==> src/verilog/tsf_pkg.sv <==
// Purpose: constants shared by the status flag register bank
// Assumes: 250 MHz clock, 8-bit register port
// Notes:   offsets are word indices on the plain register port
package tsf_pkg;
  // ==================================================================
  // register map
  localparam logic [3:0] ADDR_STATUS  = 4'h0;
  localparam logic [3:0] ADDR_MASK    = 4'h1;
  localparam logic [3:0] ADDR_COMMAND = 4'h2;
  localparam logic [3:0] ADDR_NODE_ID = 4'h3;
  localparam logic [3:0] ADDR_IRQ     = 4'h4;
  // ==================================================================
  // status bit positions
  localparam int BIT_RI   = 7;
  localparam int BIT_POR  = 4;
  localparam int BIT_TEST = 3;
  localparam int BIT_IDLE = 2;
  localparam int BIT_ACK  = 1;
  localparam int BIT_FREE = 0;
  localparam logic [7:0] STATUS_RESET = 8'h91;
  localparam logic [7:0] MASK_RESET   = 8'h00;
  localparam logic [7:0] IRQ_BITS     = 8'h85;
  // ==================================================================
  // commands (low nibble is the opcode, bits 6:4 the page)
  // page kept clear of the opcode nibble so every page decodes
  localparam int         PAGE_LSB       = 4;
  localparam logic [3:0] CMD_DISABLE_TX = 4'h1;
  localparam logic [3:0] CMD_ENABLE_TX  = 4'h3;
  localparam logic [3:0] CMD_ENABLE_RX  = 4'h4;
  localparam logic [3:0] CMD_CLEAR_FLAG = 4'he;
  localparam logic [3:0] CMD_SOFT_RESET = 4'hf;
  // ==================================================================
  // timing
  localparam int CLOCK_MHZ     = 250;
  localparam int IDLE_TIME_NS10 = 205; // 20.5 us in units of 100 ns
  localparam int IDLE_CYCLES   = (IDLE_TIME_NS10 * CLOCK_MHZ) / 10;
  localparam int IDLE_W        = 13;
endpackage

==> src/verilog/tsf_idle_timer.sv <==
// Purpose: line idle watchdog, pulses once after a quiet stretch
// Assumes: activity input synchronous to clock_i
// Notes:   restarts on every activity cycle
module tsf_idle_timer
  import tsf_pkg::*;
#(
  parameter int CYCLES = IDLE_CYCLES
) (
  input  wire logic clock_i,    // system clock
  input  wire logic rst_b_i,    // sync reset, low active
  input  wire logic active_i,   // line shows activity
  output logic      expired_o   // one-cycle expiry pulse
);
  logic [IDLE_W-1:0] count_reg;

  always_ff @(posedge clock_i) begin
    if (!rst_b_i || active_i) begin
      count_reg <= '0;
      expired_o <= 1'b0;
    end else if (count_reg == IDLE_W'(CYCLES - 1)) begin
      // fires once, then counter parks until the line wakes
      count_reg <= IDLE_W'(CYCLES);
      expired_o <= 1'b1;
    end else begin
      if (count_reg != IDLE_W'(CYCLES)) begin
        count_reg <= count_reg + 1'b1;
      end
      expired_o <= 1'b0;
    end
  end
endmodule

==> src/verilog/tsf_status_flags.sv <==
// Purpose: main status flags of a token-passing network controller
// Assumes: all inputs synchronous to clock_i; protocol engine supplies events
// Notes:   status register is read only; flags change by events and commands
//
// Contract
// receiver_inhibited high until enable-receive, set again when packet stored
// enable-receive-to-page command clears receiver_inhibited
// while receiver_inhibited, incoming packets are answered with a NAK
// interrupt when an enabled flag among ri, idle, tx_free is high
// status bits six and five undefined, host ignores them
// power_on_flag set by soft reset, hard reset, or node id write of zero
// power_on_flag cleared only by clear-flags command
// test bit reads zero in normal operation
// line_idle_timeout set when line quiet for 20.5 us
// clear-flags command clears line_idle_timeout
// host checks self_caused_idle_timeout when servicing idle timeout
// tx_acked set when the transmitted packet is acknowledged
// broadcast packets never set tx_acked
// host trusts tx_acked only after tx_free goes high
// enable-transmit command clears tx_acked
// tx_free set at last byte sent or on disable-transmitter
// after enable-transmit, tx_free clears when token next arrives
// eight-bit read-only status, reset value 1xx1 0001
// reading status alters no flag
module tsf_status_flags
  import tsf_pkg::*;
(
  input  wire logic       clock_i,          // system clock
  input  wire logic       rst_b_i,          // sync reset, low active
  input  wire logic [3:0] addr_i,           // register index
  input  wire logic [7:0] wdata_i,          // write data
  input  wire logic       wr_i,             // write strobe
  input  wire logic       rd_i,             // read strobe
  output logic      [7:0] rdata_o,          // read data, cycle after rd_i
  input  wire logic       line_receive_input, // receive line activity
  input  wire logic       rx_stored_i,      // packet stored into armed page
  input  wire logic       rx_request_i,     // another station offers a packet
  output logic            rx_nak_o,         // answer offer with NAK
  input  wire logic       tx_ack_i,         // destination acknowledged
  input  wire logic       tx_broadcast_i,   // current packet is broadcast
  input  wire logic       tx_done_i,        // last byte transmitted
  input  wire logic       token_i,          // node received the token
  output logic            tx_start_o,       // start scheduled transmission
  output logic      [2:0] tx_page_o,        // armed transmit page
  output logic      [2:0] rx_page_o,        // armed receive page
  output logic            soft_reset_o,     // soft reset pulse
  output logic            irq_o             // level interrupt
);
  // ==================================================================
  // command decode
  logic       cmd_wr;
  logic       cmd_tx;
  logic       cmd_rx;
  logic       cmd_dis;
  logic       cmd_clr;
  logic       cmd_srst;
  logic       node_zero;
  logic       idle_pulse;
  logic       tx_pending_reg;
  logic       ri_reg;
  logic       por_reg;
  logic       idle_reg;
  logic       ack_reg;
  logic       free_reg;
  logic [7:0] mask_reg;
  logic [7:0] status;
  logic [7:0] rdata_next;

  assign cmd_wr    = wr_i && (addr_i == ADDR_COMMAND);
  assign cmd_tx    = cmd_wr && (wdata_i[3:0] == CMD_ENABLE_TX);
  assign cmd_rx    = cmd_wr && (wdata_i[3:0] == CMD_ENABLE_RX);
  assign cmd_dis   = cmd_wr && (wdata_i[3:0] == CMD_DISABLE_TX);
  assign cmd_clr   = cmd_wr && (wdata_i[3:0] == CMD_CLEAR_FLAG);
  assign cmd_srst  = cmd_wr && (wdata_i[3:0] == CMD_SOFT_RESET);
  assign node_zero = wr_i && (addr_i == ADDR_NODE_ID) && (wdata_i == 8'h00);

  tsf_idle_timer u_idle (
    .clock_i   (clock_i),
    .rst_b_i   (rst_b_i),
    .active_i  (line_receive_input),
    .expired_o (idle_pulse)
  );

  // ==================================================================
  // receive flag
  always_ff @(posedge clock_i) begin
    if (!rst_b_i || cmd_srst) begin
      ri_reg    <= 1'b1;
      rx_page_o <= 3'h0;
    end else if (rx_stored_i && !ri_reg) begin
      ri_reg <= 1'b1;
    end else if (cmd_rx) begin
      ri_reg    <= 1'b0;
      rx_page_o <= wdata_i[PAGE_LSB +: 3];
    end
  end

  always_ff @(posedge clock_i) begin
    if (!rst_b_i) begin
      rx_nak_o <= 1'b0;
    end else begin
      rx_nak_o <= rx_request_i && ri_reg;
    end
  end

  // ==================================================================
  // power-on and idle flags; set beats clear
  always_ff @(posedge clock_i) begin
    if (!rst_b_i || cmd_srst || node_zero) begin
      por_reg <= 1'b1;
    end else if (cmd_clr) begin
      por_reg <= 1'b0;
    end
  end

  always_ff @(posedge clock_i) begin
    if (!rst_b_i || cmd_srst) begin
      idle_reg <= 1'b0;
    end else if (idle_pulse) begin
      idle_reg <= 1'b1;
    end else if (cmd_clr) begin
      idle_reg <= 1'b0;
    end
  end

  // ==================================================================
  // transmit flags
  always_ff @(posedge clock_i) begin
    if (!rst_b_i || cmd_srst) begin
      free_reg       <= 1'b1;
      tx_pending_reg <= 1'b0;
      tx_start_o     <= 1'b0;
      tx_page_o      <= 3'h0;
    end else begin
      tx_start_o <= 1'b0;
      if (cmd_dis || tx_done_i) begin
        free_reg       <= 1'b1;
        tx_pending_reg <= 1'b0;
      end else if (cmd_tx) begin
        tx_pending_reg <= 1'b1;
        tx_page_o      <= wdata_i[PAGE_LSB +: 3];
      end else if (tx_pending_reg && token_i && free_reg) begin
        // stays available until the token actually arrives
        free_reg   <= 1'b0;
        tx_start_o <= 1'b1;
      end
    end
  end

  always_ff @(posedge clock_i) begin
    if (!rst_b_i || cmd_srst) begin
      ack_reg <= 1'b0;
    end else if (tx_ack_i && !tx_broadcast_i && !free_reg) begin
      ack_reg <= 1'b1;
    end else if (cmd_tx) begin
      ack_reg <= 1'b0;
    end
  end

  // ==================================================================
  // mask, read port, interrupt
  always_ff @(posedge clock_i) begin
    if (!rst_b_i) begin
      mask_reg <= MASK_RESET;
    end else if (wr_i && addr_i == ADDR_MASK) begin
      mask_reg <= wdata_i & IRQ_BITS;
    end
  end

  // bits six and five read zero; test bit zero
  always_comb begin
    status           = 8'h00;
    status[BIT_RI]   = ri_reg;
    status[BIT_POR]  = por_reg;
    status[BIT_IDLE] = idle_reg;
    status[BIT_ACK]  = ack_reg;
    status[BIT_FREE] = free_reg;
  end

  always_comb begin
    case (addr_i)
      ADDR_STATUS: rdata_next = status;
      ADDR_MASK:   rdata_next = mask_reg;
      ADDR_IRQ:    rdata_next = {7'h00, irq_o};
      default:     rdata_next = 8'h00;
    endcase
  end

  // reads have no side effect on any flag
  always_ff @(posedge clock_i) begin
    if (!rst_b_i) begin
      rdata_o <= 8'h00;
    end else begin
      rdata_o <= rd_i ? rdata_next : 8'h00;
    end
  end

  always_ff @(posedge clock_i) begin
    if (!rst_b_i) begin
      irq_o        <= 1'b0;
      soft_reset_o <= 1'b0;
    end else begin
      irq_o        <= |(status & mask_reg & IRQ_BITS);
      soft_reset_o <= cmd_srst;
    end
  end
endmodule

==> config.mk <==
export PLATFORM = sky130hd
export DESIGN_NAME = tsf_status_flags
export DESIGN_NICKNAME = d
export VERILOG_FILES = /design/src/verilog/tsf_pkg.sv /design/src/verilog/tsf_idle_timer.sv /design/src/verilog/tsf_status_flags.sv
export SDC_FILE = /design/constraint.sdc
export NUM_CORES = 1
export LEC_CHECK = 0
export ABC_AREA = 1
export BUFFER_PORTS_ARGS = -buffer_cell sky130_fd_sc_hd__buf_2
export CORE_ASPECT_RATIO = 1.2
export CORE_MARGIN = 2
export CORE_UTILIZATION = 48
export DETAILED_ROUTE_END_ITERATION = 8
export PLACE_DENSITY = 0.78
export REMOVE_ABC_BUFFERS = 1
export SLEW_MARGIN = 30
export SYNTH_ARGS = -nofsm -noshare
export SYNTH_HDL_FRONTEND = slang
export SYNTH_SLANG_ARGS = --single-unit
==> constraint.sdc <==
create_clock -name clock_i -period 1.3 [get_ports clock_i]
set_input_delay 0.13 -clock clock_i [delete_from_list [all_inputs] [get_ports clock_i]]
set_output_delay 0.13 -clock clock_i [all_outputs]
set_load 0.02 [all_outputs]
== Word-level counts from Yosys, hierarchy flattened ==
Cells that the tools add are included.
Operators by class
  add/sub/neg operators: 1
  eq/ne operators: 11
  multiplexer cells: 9
  bitwise logic cells: 4
  reduce and logical (&&, ||, !) cells: 37
Operator list (count)
  two-way mux 13 bit: 2
  one-hot mux 8 bit (3 select lines): 1
  logical AND 1 bit: 15
  adder 13 x 1 -> 13 bit (second input constant): 1
  == test 13 bit (second input constant): 1
  != test 13 bit (second input constant): 1
  == test 4 x 2 -> 1 bit (second input constant): 3
  bitwise AND 8 bit: 1
  == test 4 x 1 -> 1 bit (second input constant): 2
  == test 4 x 3 -> 1 bit (second input constant): 2
  == test 4 bit (second input constant): 2
  logical NOT 8 bit: 1
  AND reduction 2 bit: 4
  two-way mux 1 bit: 6
  nonzero test 2 bit: 3
  OR reduction 2 bit: 3
  OR reduction 3 bit: 2
  logical NOT 1 bit: 4
  logical NOT 4 bit: 1
  logical OR 1 bit: 4
  NOT 1 bit: 3
Word-level totals
  register bits after elaboration: 41
  input port bits: 23
  output and inout port bits: 18
  logic and storage cells: 79

== Logic depth before layout (Yosys ltp) ==
  depth after elaboration: 6
  depth in mapped cells: 8
  gate-level depth less buffers: 8

== Cells and area by module ==
A second synthesis with hierarchy kept.
Second synthesis, totals
  cells, all modules: 269
  area, all modules: 1870.5 um^2
By module, submodules not included
  tsf_status_flags: instances 1, cells an instance 155, area an instance 1117.3 um^2, sequential area each 480.5 um^2
  tsf_idle_timer: instances 1, cells an instance 114, area an instance 753.2 um^2, sequential area each 280.3 um^2

== Worst setup path after synthesis ==
No wires, ideal clock.
  kind: register to register
  start point: register u_idle.count_reg[0]
  end point: register u_idle.count_reg[10]
  library setup time: 0.113 ns
  arrival time: 1.104 ns
  data required time: 1.187 ns
  setup slack: 0.083 ns
  stages on the path, launching flop included: 7
  path buffers: 0
  clock period less this slack: 1.217 ns
  cell sequence: dfxtp_1 ha_1 nand3_1 nor3_2 nand3_1 nor2_1 nor2_1
On the way
  word-level cells in the longest chain between the ends: 3
  elaborated cells between the ends (all ways): 6
  those cells by class: add/sub: 1; eq/ne: 2; mux: 2; reduce/logical: 1
Ends and longest elaborated chain
  start: declaration: line tsf_idle_timer.sv:14  | logic [IDLE_W-1:0] count_reg;
  start signal: assignment: line tsf_idle_timer.sv:22  | count_reg <= IDLE_W'(CYCLES);
  start signal: assignment: line tsf_idle_timer.sv:26  | count_reg <= count_reg + 1'b1;
  adder 13 x 1 -> 13 bit: line tsf_idle_timer.sv:26
  two-way mux 13 bit: line tsf_idle_timer.sv:25  | if (count_reg != IDLE_W'(CYCLES)) begin
  two-way mux 13 bit: line tsf_idle_timer.sv:20  | end else if (count_reg == IDLE_W'(CYCLES - 1)) begin
Parallel ways exist; a longest one is shown, timed or not. The select of a mux whose other input is x is not followed.
A chain may end at the register's enable or synchronous reset.

== Final worst setup path ==
  start point: register u_idle.count_reg[0]
  end point: register u_idle.count_reg[8]
On the way
  word-level cells in the longest chain between the ends: 2
  elaborated cells between the ends (all ways): 4
  those cells by class: add/sub: 1; eq/ne: 2; reduce/logical: 1
Ends and longest elaborated chain
  parallel branches: the longest is 2 deep, another holds adder 13 x 1 -> 13 bit
Several ways; the timed one is not identified.

==> flow_summary_export.csv <==
group,metric,value,unit
outcome,outcome,"completed",
cells_and_area,diodes,0,
cells_and_area,mostFrequentLayoutCells,"nand2_1 (57), nor2_1 (39), buf_2 (37), inv_1 (34), dfxtp_1 (34)",
routing,firstDrtPassIters,4,
worst_hold_path,min_path_type,"primary input to flip-flop",
routing,wl_met2,2150,microns
cells_and_area,syn_to_final_growth,27.3,%
cells_and_area,final_cell_area,2320,sq um
routing,route.detailed.drc,0,
place,placed_area,2110,sq um
logic_synthesis,synth-xor-area-share,2.40,%
worst_setup_path,start_kind,"flip-flop",
worst_setup_path,cp_cell_sequence,"ha_4 -> nand3_2 -> nor3_4 -> buf_4 -> xor2_1 -> nor2_1",
logic_synthesis,synth.distinct_cells,30,
logic_synthesis,syn_avg_cell_area,7.16,sq um
timing,whs,51.3,ps
cells_and_area,finish.net_count,332,
logic_synthesis,ys.flop_type,"dfxtp_1",
timing,slew_violations,0,
logic_synthesis,synth_top_family_by_area,"simple AND/OR/NAND/NOR gates",
floorplanning,io_pins,41,
timing,setup_viol,0,
flow_run,maxCapViolations,0,
clock_tree,clk_path_buf_depth,2,
timing,clock_skew,3.55,ps
clock_tree,numCtsBuffers,5,
worst_setup_path,slowest_stage,"dfxtp_4",
routing,ant_nets,0,
logic_synthesis,ys_seq_elements,38,
place,finalWeightedCongestion,0.832,
cells_and_area,regArea,768,sq um
routing,drt-met1-wl,1620,microns
timing,fmax,811,MHz
logic_synthesis,synthMuxAreaShare,0,%
floorplanning,dieHeight,71.6,microns
logic_synthesis,synth.cell_area,1830,sq um
global_route,grt_use_total,20.1,%
clock_tree,clk_pin_slew,80,ps
logic_synthesis,yosys_warnings,0,
power_and_ir_drop,leakage,1.11,nW
cells_and_area,largest_reg_flops,13,
clock_tree,clk_latency,290,ps
worst_setup_path,crit_required,1490,ps
cells_and_area,final_common_cell,"nand2_1",
floorplanning,core_area,3630,sq um
routing,via_per_inst,4.78,
floorplanning,initial_core_util,50.2,%
power_and_ir_drop,power.density,1090,nW/um^2
routing,via_count,1715,
floorplanning,dieArea,4310,sq um
floorplanning,die_w,60.3,microns
routing,wl_per_cell,11.2,microns
cells_and_area,multiInputGateArea,987,sq um
worst_setup_path,worstSetupPathType,"flip-flop to flip-flop",
global_route,globalRouteOverflowTotal,0,
place,port_buffers,37,
routing,highest_layer,"met4",
logic_synthesis,yosysSeqAreaShare,41.7,%
clock_tree,cts_tree,"built",
logic_synthesis,ys_async_sr_fraction,0,%
timing,fin_crit_sh,94.9,%
worst_setup_path,path_max_fanout,5,
logic_synthesis,synth_compound_area_share,5.55,%
global_route,grt_pass1_vias,1580,
power_and_ir_drop,ir_drop,986,uV
routing,wirelength,4010,microns
logic_synthesis,synth-simple-area-share,39.9,%
worst_setup_path,endpoint_kind,"flip-flop",
timing,hold_violations,0,
routing,dr_wl_met3,189,microns
place,dp_hpwl,3020,microns
worst_setup_path,cp.arrival,1420,ps
clock_tree,hold_buffers,0,
clock_tree,clockRootBuffer,"clkbuf_8",
power_and_ir_drop,report.power.total,2.53,mW
global_route,antenna_found_initial,0,
floorplanning,placementRows,24,
timing,layout_min_cycle_time,1230,ps
cells_and_area,drive_above_1_share,26.7,%
logic_synthesis,netlist_instances,255,
global_route,grt_max_degree,14,
logic_synthesis,synthAdderAreaFrac,2.06,%
clock_tree,clkSinkCount,38,
clock_tree,htreeDepth,2,
routing,drt_iter0_drc,100,
worst_setup_path,cpPeakStageDelay,390,ps
cells_and_area,fillers,304,
logic_synthesis,synth_edf_count,0,
global_route,grt_pass1_wl,6600,microns
-- what timing repair did --
action / 4_1_cts / 5_1_grt
gates cloned: 0 / 1
setup endpoints to repair: 3 / 12
pin swaps: 2 / 4
buffers inserted: 0 / 1
resized for setup: 6 / 14
-- layer usage --
metal,vias to the layer above,track usage [%]
met4,0,7.90
li1,903,-
met5,-,0
met1,761,21.9
met2,45,36.5
met3,6,4.51
-- critical path: cells and delay by family, from the launching register on --
kind	cells	cell delay [ps]
XOR/XNOR	1	150
adder cells (fa/ha/maj)	1	150
buffers and inverters	1	130
flip-flops	1	390
AND/OR/NAND/NOR	3	320
-- final timing paths --
path / startpoint / to / slack (ps) / depth (start not counted)
worst min register to register: por_reg / rdata_o[4] / 450 / 2
worst min-delay path: rst_b_i / irq_o / 50 / 3
worst max register to register: u_idle.count_reg[0] / u_idle.count_reg[8] / 70 / 6
worst max-delay path: u_idle.count_reg[0] / u_idle.count_reg[8] / 70 / 6
-- power by group --
| group | switching, mW | total, mW | internal [mW] |
|---|---|---|---|
| logic | 0.108 | 0.167 | 0.0587 |
| clock network | 0.420 | 1.19 | 0.769 |
| registers | 0.00719 | 1.18 | 1.17 |
| total | 0.535 | 2.53 | 2.00 |
-- metrics by stage --
stage / setup WS (ps) / std cells / TNS, ps / util, %
global route: -28.8 / 359 / -177 / 63.9
detailed placement: -94.4 / 349 / -124 / 58.0
global placement: 6.17 / 349 / 0 / 58.0
finish: 66.5 / 359 / 0 / 63.9
floorplan: 83.0 / 254 / 0 / -
CTS: 5.93 / 357 / 0 / 62.4
-- cells in the mapped netlist, types with 2 or more instances --
library cell	instances	area (sq um)
a21oi_1	12	60.1
nand3_1	25	125
nand2_1	60	225
ha_1	3	37.5
nor2_1	44	165
o21ai_1	2	10.0
buf_4	3	22.5
nand4_1	4	25.0
nand2_4	2	22.5
xor2_1	3	26.3
nor3_1	4	20.0
inv_1	34	128
dfxtp_1	38	761
nor2_2	2	12.5
xnor2_1	2	17.5
o21ai_0	3	15.0
-- layout make-up --
cell class,instances,share of cell area [%]
Clock buffer,5,2.96
Clock inverter,3,2.96
Inverter,34,5.49
Multi-Input combinational cell,183,42.5
Sequential cell,38,33.1
Tap cell,52,2.80
Timing Repair Buffer,44,10.2
-- logic make-up (layout without fill, tap and decap cells) --
group | Yosys count | in the layout
simple gates | 153 | 154
flops | 38 | 38
buf+inv | 37 | 86
compound gates | 18 | 18
xor+xnor | 5 | 5
fa+ha+maj | 3 | 3
other cells | 1 | 3
(Power assumes the default switching activity.)
